==> src/rtl/tks_pkg.sv <==
// Constants, register map and state types of the touch-key status block.
package tks_pkg;
  // ****************************************************************
  // Register map
  // ****************************************************************
  localparam logic [7:0] TKS_OFS_CFG = 8'h00;
  localparam logic [7:0] TKS_OFS_CHEN = 8'h01;
  localparam logic [7:0] TKS_OFS_PRESSED = 8'h02;
  localparam logic [7:0] TKS_OFS_CHANGE = 8'h03;
  localparam logic [7:0] TKS_OFS_IRQ = 8'h04;
  localparam logic [7:0] TKS_RST_CFG = 8'h00;
  localparam logic [7:0] TKS_RST_CHEN = 8'hff;
  localparam logic [7:0] TKS_RST_PRESSED = 8'h00;
  localparam logic [7:0] TKS_RST_CHANGE = 8'h00;
  localparam logic [7:0] TKS_RST_IRQ = 8'h00;
  localparam int TKS_SSD_BIT = 7;
  localparam int TKS_SENS_HI = 6;
  localparam int TKS_SENS_LO = 5;
  localparam int TKS_ACI_HI = 7;
  localparam int TKS_ACI_LO = 6;
  localparam logic [1:0] TKS_SENS_NORMAL = 2'h0;
  localparam logic [1:0] TKS_SENS_HIGH = 2'h1;
  localparam logic [1:0] TKS_SENS_LOW = 2'h2;
  localparam logic [1:0] TKS_ACI_OFF = 2'h0;
  localparam logic [1:0] TKS_ACI_SHORT = 2'h1;
  localparam logic [1:0] TKS_ACI_LONG = 2'h2;
  // ****************************************************************
  // Bus address and timing
  // ****************************************************************
  localparam logic [4:0] TKS_ADDR_UPPER = 5'h11;
  localparam int TKS_CLK_PERIOD_NS = 8;
  localparam int TKS_TICK_US = 1000;
  localparam int TKS_TICK_CYCLES = TKS_TICK_US * 1000 / TKS_CLK_PERIOD_NS;
  localparam int TKS_TICK_W = 17;
  localparam logic [5:0] TKS_SHORT_MS = 6'h08;
  localparam logic [5:0] TKS_LONG_MS = 6'h20;
  // ****************************************************************
  // State
  // ****************************************************************
  typedef enum logic [3:0] {
    TKS_IDLE = 4'h0,
    TKS_ADDR = 4'h1,
    TKS_ACK_A = 4'h2,
    TKS_REG = 4'h3,
    TKS_ACK_R = 4'h4,
    TKS_WDATA = 4'h5,
    TKS_ACK_W = 4'h6,
    TKS_RDATA = 4'h7,
    TKS_RACK = 4'h8
  } tks_bus_st_t;
  typedef struct packed {
    tks_bus_st_t st;
    logic [3:0] bitcnt;
    logic [7:0] shift;
    logic [7:0] regaddr;
    logic rw;
    logic sda_oe;
    logic scl_q;
    logic sda_q;
    logic [1:0] addr_sel;
    logic strap_done;
    logic [7:0] cfg;
    logic [7:0] chen;
    logic [7:0] pressed;
    logic [7:0] change;
    logic [7:0] irqc;
    logic irq_n;
    logic [TKS_TICK_W-1:0] tick;
    logic [5:0] ms_cnt;
  } tks_state_t;
endpackage : tks_pkg

==> src/rtl/tks_touch_key_status_regs.sv <==
// Register file, serial slave and key event logic of the touch-key block.
`timescale 1ns/1ps
`default_nettype none
module tks_touch_key_status_regs
  import tks_pkg::*;
#(
  parameter int TICK_CYCLES = TKS_TICK_CYCLES
) (
  // Clock and reset
  input wire logic sys_clk,
  input wire logic rstn,
  // Serial bus, data line open drain
  input wire logic scl_i,
  input wire logic sda_i,
  output logic sda_o,
  output logic sda_oe,
  // Straps and pins
  input wire logic [1:0] addr_sel,
  input wire logic hw_shutdown_n,
  // Sensing front end
  input wire logic [7:0] key_raw,
  output logic [1:0] sens_sel,
  output logic [7:0] ch_active,
  // Outputs
  output logic irq_out_n,
  output logic [7:0] key_out_n
);
  // ****************************************************************
  // Decode
  // ****************************************************************
  tks_state_t s_r;
  tks_state_t s_nxt;
  logic scl_rise, scl_fall, bus_start, bus_stop;
  logic sd_any, wr_ok, rd_clr, auto_rel, irq_new;
  logic [7:0] ev;
  logic [7:0] rd_data;
  logic [7:0] rd_sel;
  logic [5:0] ms_lim;

  assign scl_rise = scl_i & ~s_r.scl_q;
  assign scl_fall = ~scl_i & s_r.scl_q;
  assign bus_start = scl_i & s_r.scl_q & s_r.sda_q & ~sda_i;
  assign bus_stop = scl_i & s_r.scl_q & ~s_r.sda_q & sda_i;
  assign sd_any = ~hw_shutdown_n | s_r.cfg[TKS_SSD_BIT];
  // writes held off in hardware shutdown
  assign wr_ok = hw_shutdown_n;
  // only enabled, running channels produce events
  assign ev = (key_raw ^ s_r.pressed) & s_r.chen & {8{~sd_any}};
  // sensitivity field drives the front end
  assign sens_sel = s_r.cfg[TKS_SENS_HI:TKS_SENS_LO];
  assign ch_active = s_r.chen & {8{~sd_any}};
  assign sda_o = 1'b0;
  assign sda_oe = s_r.sda_oe;
  assign irq_out_n = s_r.irq_n;
  assign key_out_n = ~s_r.pressed;

  always_comb begin
    unique case (s_r.regaddr)
      TKS_OFS_CFG: rd_sel = s_r.cfg;
      TKS_OFS_CHEN: rd_sel = s_r.chen;
      TKS_OFS_PRESSED: rd_sel = s_r.pressed;
      TKS_OFS_CHANGE: rd_sel = s_r.change;
      TKS_OFS_IRQ: rd_sel = s_r.irqc;
      default: rd_sel = 8'h00;
    endcase
  end
  assign rd_data = rd_sel;
  // load of the change register for reading clears it
  assign rd_clr = scl_fall & s_r.regaddr == TKS_OFS_CHANGE &
    ((s_r.st == TKS_ACK_A & s_r.rw) | s_r.st == TKS_RACK);
  // an invalid code 11 behaves as no auto clear
  assign ms_lim = (s_r.irqc[TKS_ACI_HI:TKS_ACI_LO] == TKS_ACI_SHORT) ?
    TKS_SHORT_MS : TKS_LONG_MS;
  assign auto_rel = ~s_r.irq_n & s_r.ms_cnt == ms_lim &
    (s_r.irqc[TKS_ACI_HI:TKS_ACI_LO] == TKS_ACI_SHORT |
     s_r.irqc[TKS_ACI_HI:TKS_ACI_LO] == TKS_ACI_LONG);
  assign irq_new = s_r.irq_n & (|ev);

  // ****************************************************************
  // Next state
  // ****************************************************************
  always_comb begin
    s_nxt = s_r;
    s_nxt.scl_q = scl_i;
    s_nxt.sda_q = sda_i;
    // The strap is caught after reset release, never by the reset itself.
    if (!s_r.strap_done) begin
      s_nxt.addr_sel = addr_sel;
      s_nxt.strap_done = 1'b1;
    end
    unique case (s_r.st)
      TKS_IDLE: begin
      end
      TKS_ADDR, TKS_REG, TKS_WDATA: begin
        // bytes arrive most significant bit first
        if (scl_rise) begin
          s_nxt.shift = {s_r.shift[6:0], sda_i};
          s_nxt.bitcnt = 4'(s_r.bitcnt + 4'h1);
        end
        if (scl_fall && s_r.bitcnt == 4'h8) begin
          s_nxt.sda_oe = 1'b1;
          s_nxt.bitcnt = 4'h0;
          if (s_r.st == TKS_ADDR) begin
            // match the fixed pattern and strap bits
            if (s_r.shift[7:1] == {TKS_ADDR_UPPER, s_r.addr_sel}) begin
              s_nxt.rw = s_r.shift[0];
              s_nxt.st = TKS_ACK_A;
            end else begin
              s_nxt.sda_oe = 1'b0;
              s_nxt.st = TKS_IDLE;
            end
          end else if (s_r.st == TKS_REG) begin
            s_nxt.regaddr = s_r.shift;
            s_nxt.st = TKS_ACK_R;
          end else begin
            // data byte written to the addressed register when it is CFG, CHEN or IRQ
            if (wr_ok && s_r.regaddr == TKS_OFS_CFG) begin
              s_nxt.cfg = s_r.shift & 8'he0;
            end
            if (wr_ok && s_r.regaddr == TKS_OFS_CHEN) begin
              s_nxt.chen = s_r.shift;
            end
            if (wr_ok && s_r.regaddr == TKS_OFS_IRQ) begin
              s_nxt.irqc = s_r.shift & 8'hc0;
            end
            s_nxt.st = TKS_ACK_W;
          end
        end
      end
      TKS_ACK_A, TKS_RACK: begin
        // A read that the master refuses ends the transfer.
        if (s_r.st == TKS_RACK && scl_rise && sda_i) begin
          s_nxt.st = TKS_IDLE;
        end else if (scl_fall) begin
          s_nxt.bitcnt = 4'h0;
          if (s_r.rw) begin
            // returned data starts on the falling edge
            s_nxt.shift = rd_data;
            s_nxt.sda_oe = ~rd_data[7];
            s_nxt.st = TKS_RDATA;
          end else begin
            s_nxt.sda_oe = 1'b0;
            s_nxt.st = TKS_REG;
          end
        end
      end
      TKS_ACK_R, TKS_ACK_W: begin
        if (scl_fall) begin
          s_nxt.sda_oe = 1'b0;
          s_nxt.bitcnt = 4'h0;
          s_nxt.st = TKS_WDATA;
        end
      end
      TKS_RDATA: begin
        if (scl_rise) begin
          s_nxt.bitcnt = 4'(s_r.bitcnt + 4'h1);
        end
        if (scl_fall && s_r.bitcnt == 4'h8) begin
          s_nxt.sda_oe = 1'b0;
          s_nxt.st = TKS_RACK;
        end else if (scl_fall) begin
          s_nxt.shift = {s_r.shift[6:0], 1'b0};
          s_nxt.sda_oe = ~s_r.shift[6];
        end
      end
      default: begin
        s_nxt.st = TKS_IDLE;
        s_nxt.sda_oe = 1'b0;
      end
    endcase
    if (bus_start) begin
      s_nxt.st = TKS_ADDR;
      s_nxt.bitcnt = 4'h0;
      s_nxt.sda_oe = 1'b0;
    end else if (bus_stop) begin
      s_nxt.st = TKS_IDLE;
      s_nxt.sda_oe = 1'b0;
    end
    s_nxt.pressed = s_r.pressed ^ ev;
    // a new event wins over the clear on read
    s_nxt.change = (rd_clr ? 8'h00 : s_r.change) | ev;
    // timer restarts on each new assertion
    if (irq_new || s_r.irq_n) begin
      s_nxt.tick = '0;
      s_nxt.ms_cnt = 6'h00;
    end else if (s_r.tick == TKS_TICK_W'(TICK_CYCLES - 1)) begin
      s_nxt.tick = '0;
      s_nxt.ms_cnt = 6'(s_r.ms_cnt + 6'h01);
    end else begin
      s_nxt.tick = TKS_TICK_W'(s_r.tick + 1'b1);
    end
    // low on events, high after read or auto clear
    if (|ev) begin
      s_nxt.irq_n = 1'b0;
    end else if (rd_clr || auto_rel) begin
      s_nxt.irq_n = 1'b1;
    end
  end

  // ****************************************************************
  // Registers
  // ****************************************************************
  always_ff @(posedge sys_clk or negedge rstn) begin
    if (!rstn) begin
      s_r <= '{st: TKS_IDLE, bitcnt: 4'h0, shift: 8'h00, regaddr: 8'h00,
               rw: 1'b0, sda_oe: 1'b0, scl_q: 1'b1, sda_q: 1'b1,
               addr_sel: 2'h0, strap_done: 1'b0, cfg: TKS_RST_CFG,
               chen: TKS_RST_CHEN, pressed: TKS_RST_PRESSED,
               change: TKS_RST_CHANGE, irqc: TKS_RST_IRQ, irq_n: 1'b1,
               tick: '0, ms_cnt: 6'h00};
    end else begin
      s_r <= s_nxt;
    end
  end
endmodule : tks_touch_key_status_regs
`default_nettype wire

==> config.mk <==
export PLATFORM = sky130hd
export DESIGN_NAME = tks_touch_key_status_regs
export DESIGN_NICKNAME = d
export VERILOG_FILES = /design/src/rtl/tks_pkg.sv /design/src/rtl/tks_touch_key_status_regs.sv
export SDC_FILE = /design/constraint.sdc
export NUM_CORES = 1
export LEC_CHECK = 0
export ABC_CLOCK_PERIOD_IN_PS = 3850
export BUFFER_PORTS_ARGS = -buffer_cell sky130_fd_sc_hd__buf_2
export CAP_MARGIN = 20
export CORE_MARGIN = 1
export CORE_UTILIZATION = 60
export CTS_CLUSTER_DIAMETER = 120
export DETAILED_ROUTE_END_ITERATION = 10
export GPL_ROUTABILITY_DRIVEN = 0
export PLACE_DENSITY = 0.86
export SLEW_MARGIN = 20
export SYNTH_ARGS = -nofsm -noshare
export SYNTH_HDL_FRONTEND = slang
export SYNTH_SLANG_ARGS = --single-unit
==> constraint.sdc <==
create_clock -name sys_clk -period 3.85 [get_ports sys_clk]
set_input_delay 0.1925 -clock sys_clk [delete_from_list [all_inputs] [get_ports sys_clk]]
set_output_delay 0.1925 -clock sys_clk [all_outputs]
set_load 0.05 [all_outputs]
==> results.md, run 1 <==
* Clk slew on worst S/H paths at 0.09 ns
* CTS resizes at 0
* RSZ-0062 raised after global routing: no
* Sw Pwr at 1.12 mW
* Placed instance area at 0.00485 sq mm
* DRT iter0 DRCs at 317
* Setup tns final at 0 ns
* Power Dens Cells at 590 mW/mm^2
* Clock Power Share at 0.254
* Port bufs at 34
* Min Clock Period, post-route at 2.34 ns
* Reg2reg setup slack at 1.51 ns
* Switching share of total power at 0.369
* Pint at 1.91 mW
* Final net count at 532
* DP Wirelength at 6900 microns
* Global Route Usage Sum at 0.278
* Die X at 90.3 microns
* Longest Clk Path Bufs at 2
* Setup crit end kind: flop
* Worst slew margin at 0.506
* CTS tree: built
* Num Clock Sinks at 84
* Critical path buffers and inverters at 0
* Final setup viols at 0
* Hold EP: s_r[46]
* Clock skew at 0.0117 ns
* Top cell type's share of synthesized area at 0.390
* Overflow left after global routing at 0
* Post-synth top flop: dfrtp_1
* Vias at 3,759
* R2r startpoint: s_r[91]
* Number of global-route vias before repair at 3,674
* Total CTS buffers at 9
* Async S/R FF share, synth at 1.00
* Arrival time worst endpoint at 2.62 ns
* Hold Path Depth at 3
* Final antenna-violating net count at 0
* Row cnt at 31
* Area of the core at 0.00741 sq mm
* DR WL/cell at 16.9 microns
* Peak VDD IR at 0.320 mV
* Critical path class: reg2reg
* H-tree levels at 3
* Syn_nets at 504
* Sequential share of power at 0.415
* Synth warnings at 0
* Largest net degree at the start of global routing at 48
* Cell variety after synth at 70
* Clock Tree Root: clkbuf_8
* Worst Max-Slew Pin Slew at 0.741 ns
* Fmax at 0.428 GHz
* WP data required at 4.13 ns
* Max-slew violations at 0
* Seq/Total Area, Yosys at 0.452
* Gate power share at 0.332
* Delay-heaviest family, CP: simple AND/OR/NAND/NOR gates
* Worst path cell trace: nand2b_1, nor3_2, nand4_2, mux2_2
* Critical path peak fanout at 13
* Hold_sp: key_raw[6]
* First-pass GRT wire length at 17,900 microns
* Number of max-cap violations at 0
* Syn avg cell area at 9.69 sq um
* Routed wire length at 10,400 microns
* Hold WC Path Type: in2reg
* DRT Pass-1 Iters at 5
* # diodes at 0
* Lkg Pwr at 2.35 nW
* Share of cells above drive strength 1 at 0.215
* Postcts setup bufs at 0
* Most frequent cells after synthesis: 73 x dfrtp_1, 54 x nor2_1, 50 x nand2_1
* Latest clock arrival within the worst-skew pair at 0.36 ns
* Worst R2R End: s_r[54]
* Fillers at 542
* Final Hold Violating Endpoints at 0
* Area Overhead vs Synth at 9.49%
* Startpoint types: flop
* EDFF count, synth at 0
* Post-route cell area at 0.00512 sq mm
* I/O Pins at 36
* Chip height at 90.3 microns
* Yosys reg bits at 84
* Period utilization at 0.607
* Total Power at 3.02 mW
* DR DRC count at 0
* Initial Utilization at 0.632
* Slowest-stage cell, CP: dfrtp_1
* Vias per cell at 6.11
* Cell area after synthesis at 0.00468 sq mm
* Status: complete, no violations
* Worst reg2reg path depth at 4
* Top-count cell post-synth: dfrtp_1
* Largest area contributor in the netlist: dfrtp_1
* Die area at 0.00816 sq mm
* Cells after Synth at 483
* Slowest stage delay, CP at 0.60 ns
* Synth area leaders: dfrtp_1 39%, mux2_2 7.9%, dfstp_2 6.2%
* Initial antenna violation count at 0
[worst max path at each step]
stage / slack (ns) / cells past startpoint / startpoint / endpoint
finish: 1.51 / 4 / s_r[91] / s_r[54]
floorplan: 1.96 / 9 / s_r[6] / s_r[14]
detailed placement: 1.60 / 5 / s_r[94] / s_r[90]
global placement: 1.66 / 5 / s_r[92] / s_r[82]
CTS: 1.57 / 5 / s_r[92] / s_r[79]
global route: 1.42 / 4 / s_r[91] / s_r[54]
[per-layer routing]
metal	wire (microns)	track usage
met2	4900	0.425
met1	4500	0.375
met3	649	0.0673
met4	316	0.132
met5	0	0
[state kept, by name (all words and copies together), names as in the netlist]
register and flops:
sens_sel 2, irq_out_n 1, s_r 80, sda_oe 1
[power by group through the flow]
stage / Sequential (mW) / Clock (mW) / Combinational [mW]
CTS: 1.24 / 0.773 / 0.988
global placement: 1.25 / 0 / 0.942
global route: 1.27 / 0.819 / 1.11
detailed placement: 1.26 / 0 / 0.977
finish: 1.25 / 0.768 / 1.00
floorplan: 1.13 / 0 / 0.888
[worst min-delay path: cells and delay by family]
family                 cells  cell delay, ns
AND/OR/NAND/NOR            1            0.04
buffers and inverters      1            0.09
AO/OA/AOI/OAI              1            0.06
[what timing repair did]
action / CTS / global route
hold endpoints to repair: 42 / 0
setup endpoints to repair: 0 / 0
hold buffers: 3 / 0
[layout by cell type, fill, tap and decap left out, types with 6 or more instances in the layout]
master | synthesis | final
buf_2 | 7 | 33
xnor2_1 | 23 | 23
inv_1 | 33 | 33
a21o_1 | 8 | 8
o21ai_0 | 24 | 24
a21oi_1 | 14 | 14
dfrtp_1 | 73 | 73
nor2b_1 | 8 | 8
nand3_1 | 13 | 13
nand2_1 | 50 | 50
mux2_2 | 33 | 33
ha_1 | 6 | 6
o31ai_1 | 7 | 7
dfstp_2 | 11 | 11
xor2_1 | 9 | 9
clkbuf_8 | 1 | 10
nand2b_1 | 6 | 6
nor3_1 | 8 | 8
nor2_1 | 54 | 54
[per-stage QoR]
stage,setup WS [ns],hold WS [ns],std cells,util
finish,1.51,0.0551,615,0.692
global route,1.42,0.0524,615,0.692
CTS,1.57,0.0527,615,0.692
detailed placement,1.60,0.246,596,0.655
global placement,1.66,0.232,596,0.655
floorplan,1.96,-0.103,483,-
[final cells by class]
class	count	area (sq um)	area share
clock inverter	4	97.6	0.0190
inverter	33	124	0.0242
timing repair buffer	38	210	0.0410
tap	99	124	0.0242
multi-input combinational	345	2310	0.450
sequential	84	2120	0.413
clock buffer	12	145	0.0283
[cell families (layout without fill, tap and decap cells)]
kind of cell	Yosys count	after routing	share of synthesized area
compound gates	88	88	0.130
xor+xnor	32	32	0.0599
fa+ha+maj	6	6	0.0160
buf+inv	54	87	0.0548
flops	84	84	0.452
mux	37	37	0.0933
other cells	2	2	0.00160
simple gates	180	180	0.192
Note: power is estimated with default switching activity, not from simulation.
==> run 2: changes to the inputs <==
--- a/config.mk
+++ b/config.mk
@@ -5,15 +5,16 @@
 export SDC_FILE = /design/constraint.sdc
 export NUM_CORES = 1
 export LEC_CHECK = 0
-export ABC_CLOCK_PERIOD_IN_PS = 3850
+export ABC_AREA = 1
+export ABC_CLOCK_PERIOD_IN_PS = 1950
 export BUFFER_PORTS_ARGS = -buffer_cell sky130_fd_sc_hd__buf_2
 export CAP_MARGIN = 20
 export CORE_MARGIN = 1
-export CORE_UTILIZATION = 60
+export CORE_UTILIZATION = 55
 export CTS_CLUSTER_DIAMETER = 120
 export DETAILED_ROUTE_END_ITERATION = 10
 export GPL_ROUTABILITY_DRIVEN = 0
-export PLACE_DENSITY = 0.86
+export PLACE_DENSITY = 0.83
 export SLEW_MARGIN = 20
 export SYNTH_ARGS = -nofsm -noshare
 export SYNTH_HDL_FRONTEND = slang
==> constraint.sdc (replaced) <==
create_clock -name sys_clk -period 1.95 [get_ports sys_clk]
set_input_delay 0.0975 -clock sys_clk [delete_from_list [all_inputs] [get_ports sys_clk]]
set_output_delay 0.0975 -clock sys_clk [all_outputs]
set_load 0.05 [all_outputs]
==> run 2 against run 1 <==
  * Largest cell class unchanged
  * Sequential cell count unchanged
  * Clock skew shrank 0.00093 ns
  * Non-clock buffer count up 14
  * Sequential power is 62% higher
  * Hold slack gained 0.17 ns
  * Critical path type unchanged
  * Combinational power down 33%
  * Area after synthesis up 3.4%
  * Critical path depth up 4
  * Final cell count rose by 34%
  * Routed wire length is 11% higher
  * Worst setup slack got worse by 1.3 ns
==> results.md, run 2 <==
* Status: complete, no violations
* RSZ-0062 raised after global routing: no
* Global Route Usage Sum at 0.276
* Latest clock arrival within the worst-skew pair at 0.36 ns
* Final antenna-violating net count at 0
* Worst Max-Slew Pin Slew at 0.525 ns
* Peak VDD IR at 0.502 mV
* Setup tns final at 0 ns
* Area of the core at 0.00838 sq mm
* Synth area leaders: dfrtp_1 38%, nand2_1 13%, nor2_1 7.5%
* Most frequent cells in the layout: 162 x nand2_1, 97 x nor2_1, 85 x inv_1, 73 x dfrtp_1, 66 x nand3_1
* Slowest-stage cell, CP: dfrtp_1
* Row cnt at 33
* Cells after Synth at 661
* Footprint of the multi-input gates at 0.00235 sq mm
* Vias per cell at 5.53
* Seq/Total Area, Yosys at 0.437
* Startpoint types: flop
* # diodes at 0
* Syn avg cell area at 7.32 sq um
* Die X at 95.8 microns
* Final Hold Violating Endpoints at 0
* Yosys reg bits at 84
* DR DRC count at 0
* Initial antenna violation count at 0
* Final setup viols at 0
* Initial Utilization at 0.578
* Worst path cell trace: nor2_1, nand3_2, nand2_4, nand3_1, nand3_1, nand2_1, nand2_1, nand2_1
* H-tree levels at 3
* Clock skew at 0.0107 ns
* Area Overhead vs Synth at 13.2%
* Setup WS pre-CTS at 0.0817 ns
* Fmax at 0.563 GHz
* Top cell type's share of synthesized area at 0.377
* Largest area contributor in the netlist: dfrtp_1
* Most flop-heavy register: s_r
* Longest Clk Path Bufs at 2
* Cell area after synthesis at 0.00484 sq mm
* Critical path class: reg2reg
* Hold WC Path Type: in2async
* Clk slew on worst S/H paths at 0.09 ns
* DP Wirelength at 8420 microns
* Final net count at 734
* Share of cells above drive strength 1 at 0.132
* Total CTS buffers at 9
* Max FFs per register at 80
* Period utilization at 0.911
* Num Clock Sinks at 84
* Synth warnings at 0
* Arrival time worst endpoint at 2.03 ns
* Worst Setup SP: s_r[91]
* FF/Latch Area at 0.00212 sq mm
* Number of max-cap violations at 0
* DRT iter0 DRCs at 376
* Vias at 4,550
* EDFF count, synth at 0
* Cell variety after synth at 36
* Post-synth top flop: dfrtp_1
* Overflow left after global routing at 0
* Critical path peak fanout at 17
* Min setup slack post-route at 0.174 ns
* CP most frequent cell: nand2_1
* Fillers at 700
* Most frequent cells after synthesis: 163 x nand2_1, 97 x nor2_1, 85 x inv_1
* Min Clock Period, post-route at 1.78 ns
* Routed wire length at 11,500 microns
* Async S/R FF share, synth at 1.00
* Slowest stage delay, CP at 0.46 ns
* DR WL/cell at 13.9 microns
* Worst slew margin at 0.649
* Syn_nets at 682
* Die area at 0.00918 sq mm
* R2r startpoint: s_r[91]
* Port bufs at 34
* DRT Pass-1 Iters at 5
* Clock Tree Root: clkbuf_8
* Commonest non-fill, non-tap cell in the layout: nand2_1
* Top-count cell post-synth: nand2_1
* Chip height at 95.8 microns
* Max-slew violations at 0
* I/O Pins at 36
* WP data required at 2.20 ns
* Setup crit end kind: flop
* Number of global-route vias before repair at 4,383
* Lkg Pwr at 2.74 nW
* First-pass GRT wire length at 19,700 microns
* CTS tree: built
* Largest net degree at the start of global routing at 48
* Power Dens Cells at 724 mW/mm^2
## run 2: changes by cell type after synthesis, sizes merged, moves of 12 or more
cell   previous run  this run
o21ai            26        56
inv              33        86
nand2            50       170
nand3            13        69
mux2             33         1
nand4             6        18
nor2             55       101
xnor2            23         6
## run 2: cells by family (layout without fill, tap and decap cells)
family | Yosys count | after routing | share of synthesized area
and+or+nand+nor | 378 | 378 | 0.340
buffers and inverters | 97 | 154 | 0.0806
DFF | 84 | 84 | 0.437
AOI/OAI and AO/OA | 77 | 77 | 0.0941
xor gates and xnor gates | 16 | 16 | 0.0289
adders and majority gates | 6 | 6 | 0.0155
other | 2 | 2 | 0.00155
muxes | 1 | 1 | 0.00233
## run 2: metrics by stage
step,total power [mW],area (sq um),std cells,util,hold WS [ns]
after global routing,4.20,5480,823,0.654,0.290
after floorplan,2.47,4840,661,-,-0.198
after CTS,3.99,5460,823,0.651,0.247
after detailed placement,2.70,5130,794,0.612,0.0995
final,3.97,5480,823,0.654,0.227
after global placement,2.66,5130,794,0.612,0.0899
## run 2: final cells by class
class / count / share of cell area
well taps: 105 / 0.0240
repair buffers: 52 / 0.0644
clock inverters: 6 / 0.0132
inverters: 86 / 0.0594
clock buffers: 10 / 0.0233
flip-flops and latches: 84 / 0.386
multi-input cells: 480 / 0.430
## run 2: timing repair
item | CTS | global route
hold buffers | 13 | 0
setup endpoints to repair | 0 | 16
buffers inserted | 0 | 0
resized for setup | 0 | 4
endpoints found under the hold margin | 49 | 0
## run 2: layer usage
metal / part of all wire / global-route usage / wire (microns)
met2: 0.49 / 0.465 / 5620
met5: 0 / 0 / 0
met1: 0.43 / 0.350 / 4930
met4: 0.018 / 0.113 / 212
met3: 0.061 / 0.0521 / 701
## run 2: final timing paths
| path | to | cells after the start | slack (ns) |
|---|---|---|---|
| worst min register to register | s_r[6] | 1 | 0.46 |
| worst max register to register | s_r[92] | 8 | 0.17 |
| min in group sys_clk | s_r[30] | 5 | 0.27 |
| worst min-delay path | s_r[4] | 2 | 0.23 |
| max in group asynchronous | s_r[67] | 3 | 1.04 |
| worst max-delay path | s_r[92] | 8 | 0.17 |
## run 2: where the power goes
part	switching [mW]	total, mW	internal [mW]
clock	0.671	1.28	0.608
combinational	0.442	0.673	0.231
sequential	0.139	2.02	1.88
## run 2: critical path: cells and delay by family, from the launching register on
| kind | cells | cell delay [ns] |
|---|---|---|
| flip-flops | 1 | 0.46 |
| AND/OR/NAND/NOR | 8 | 1.21 |
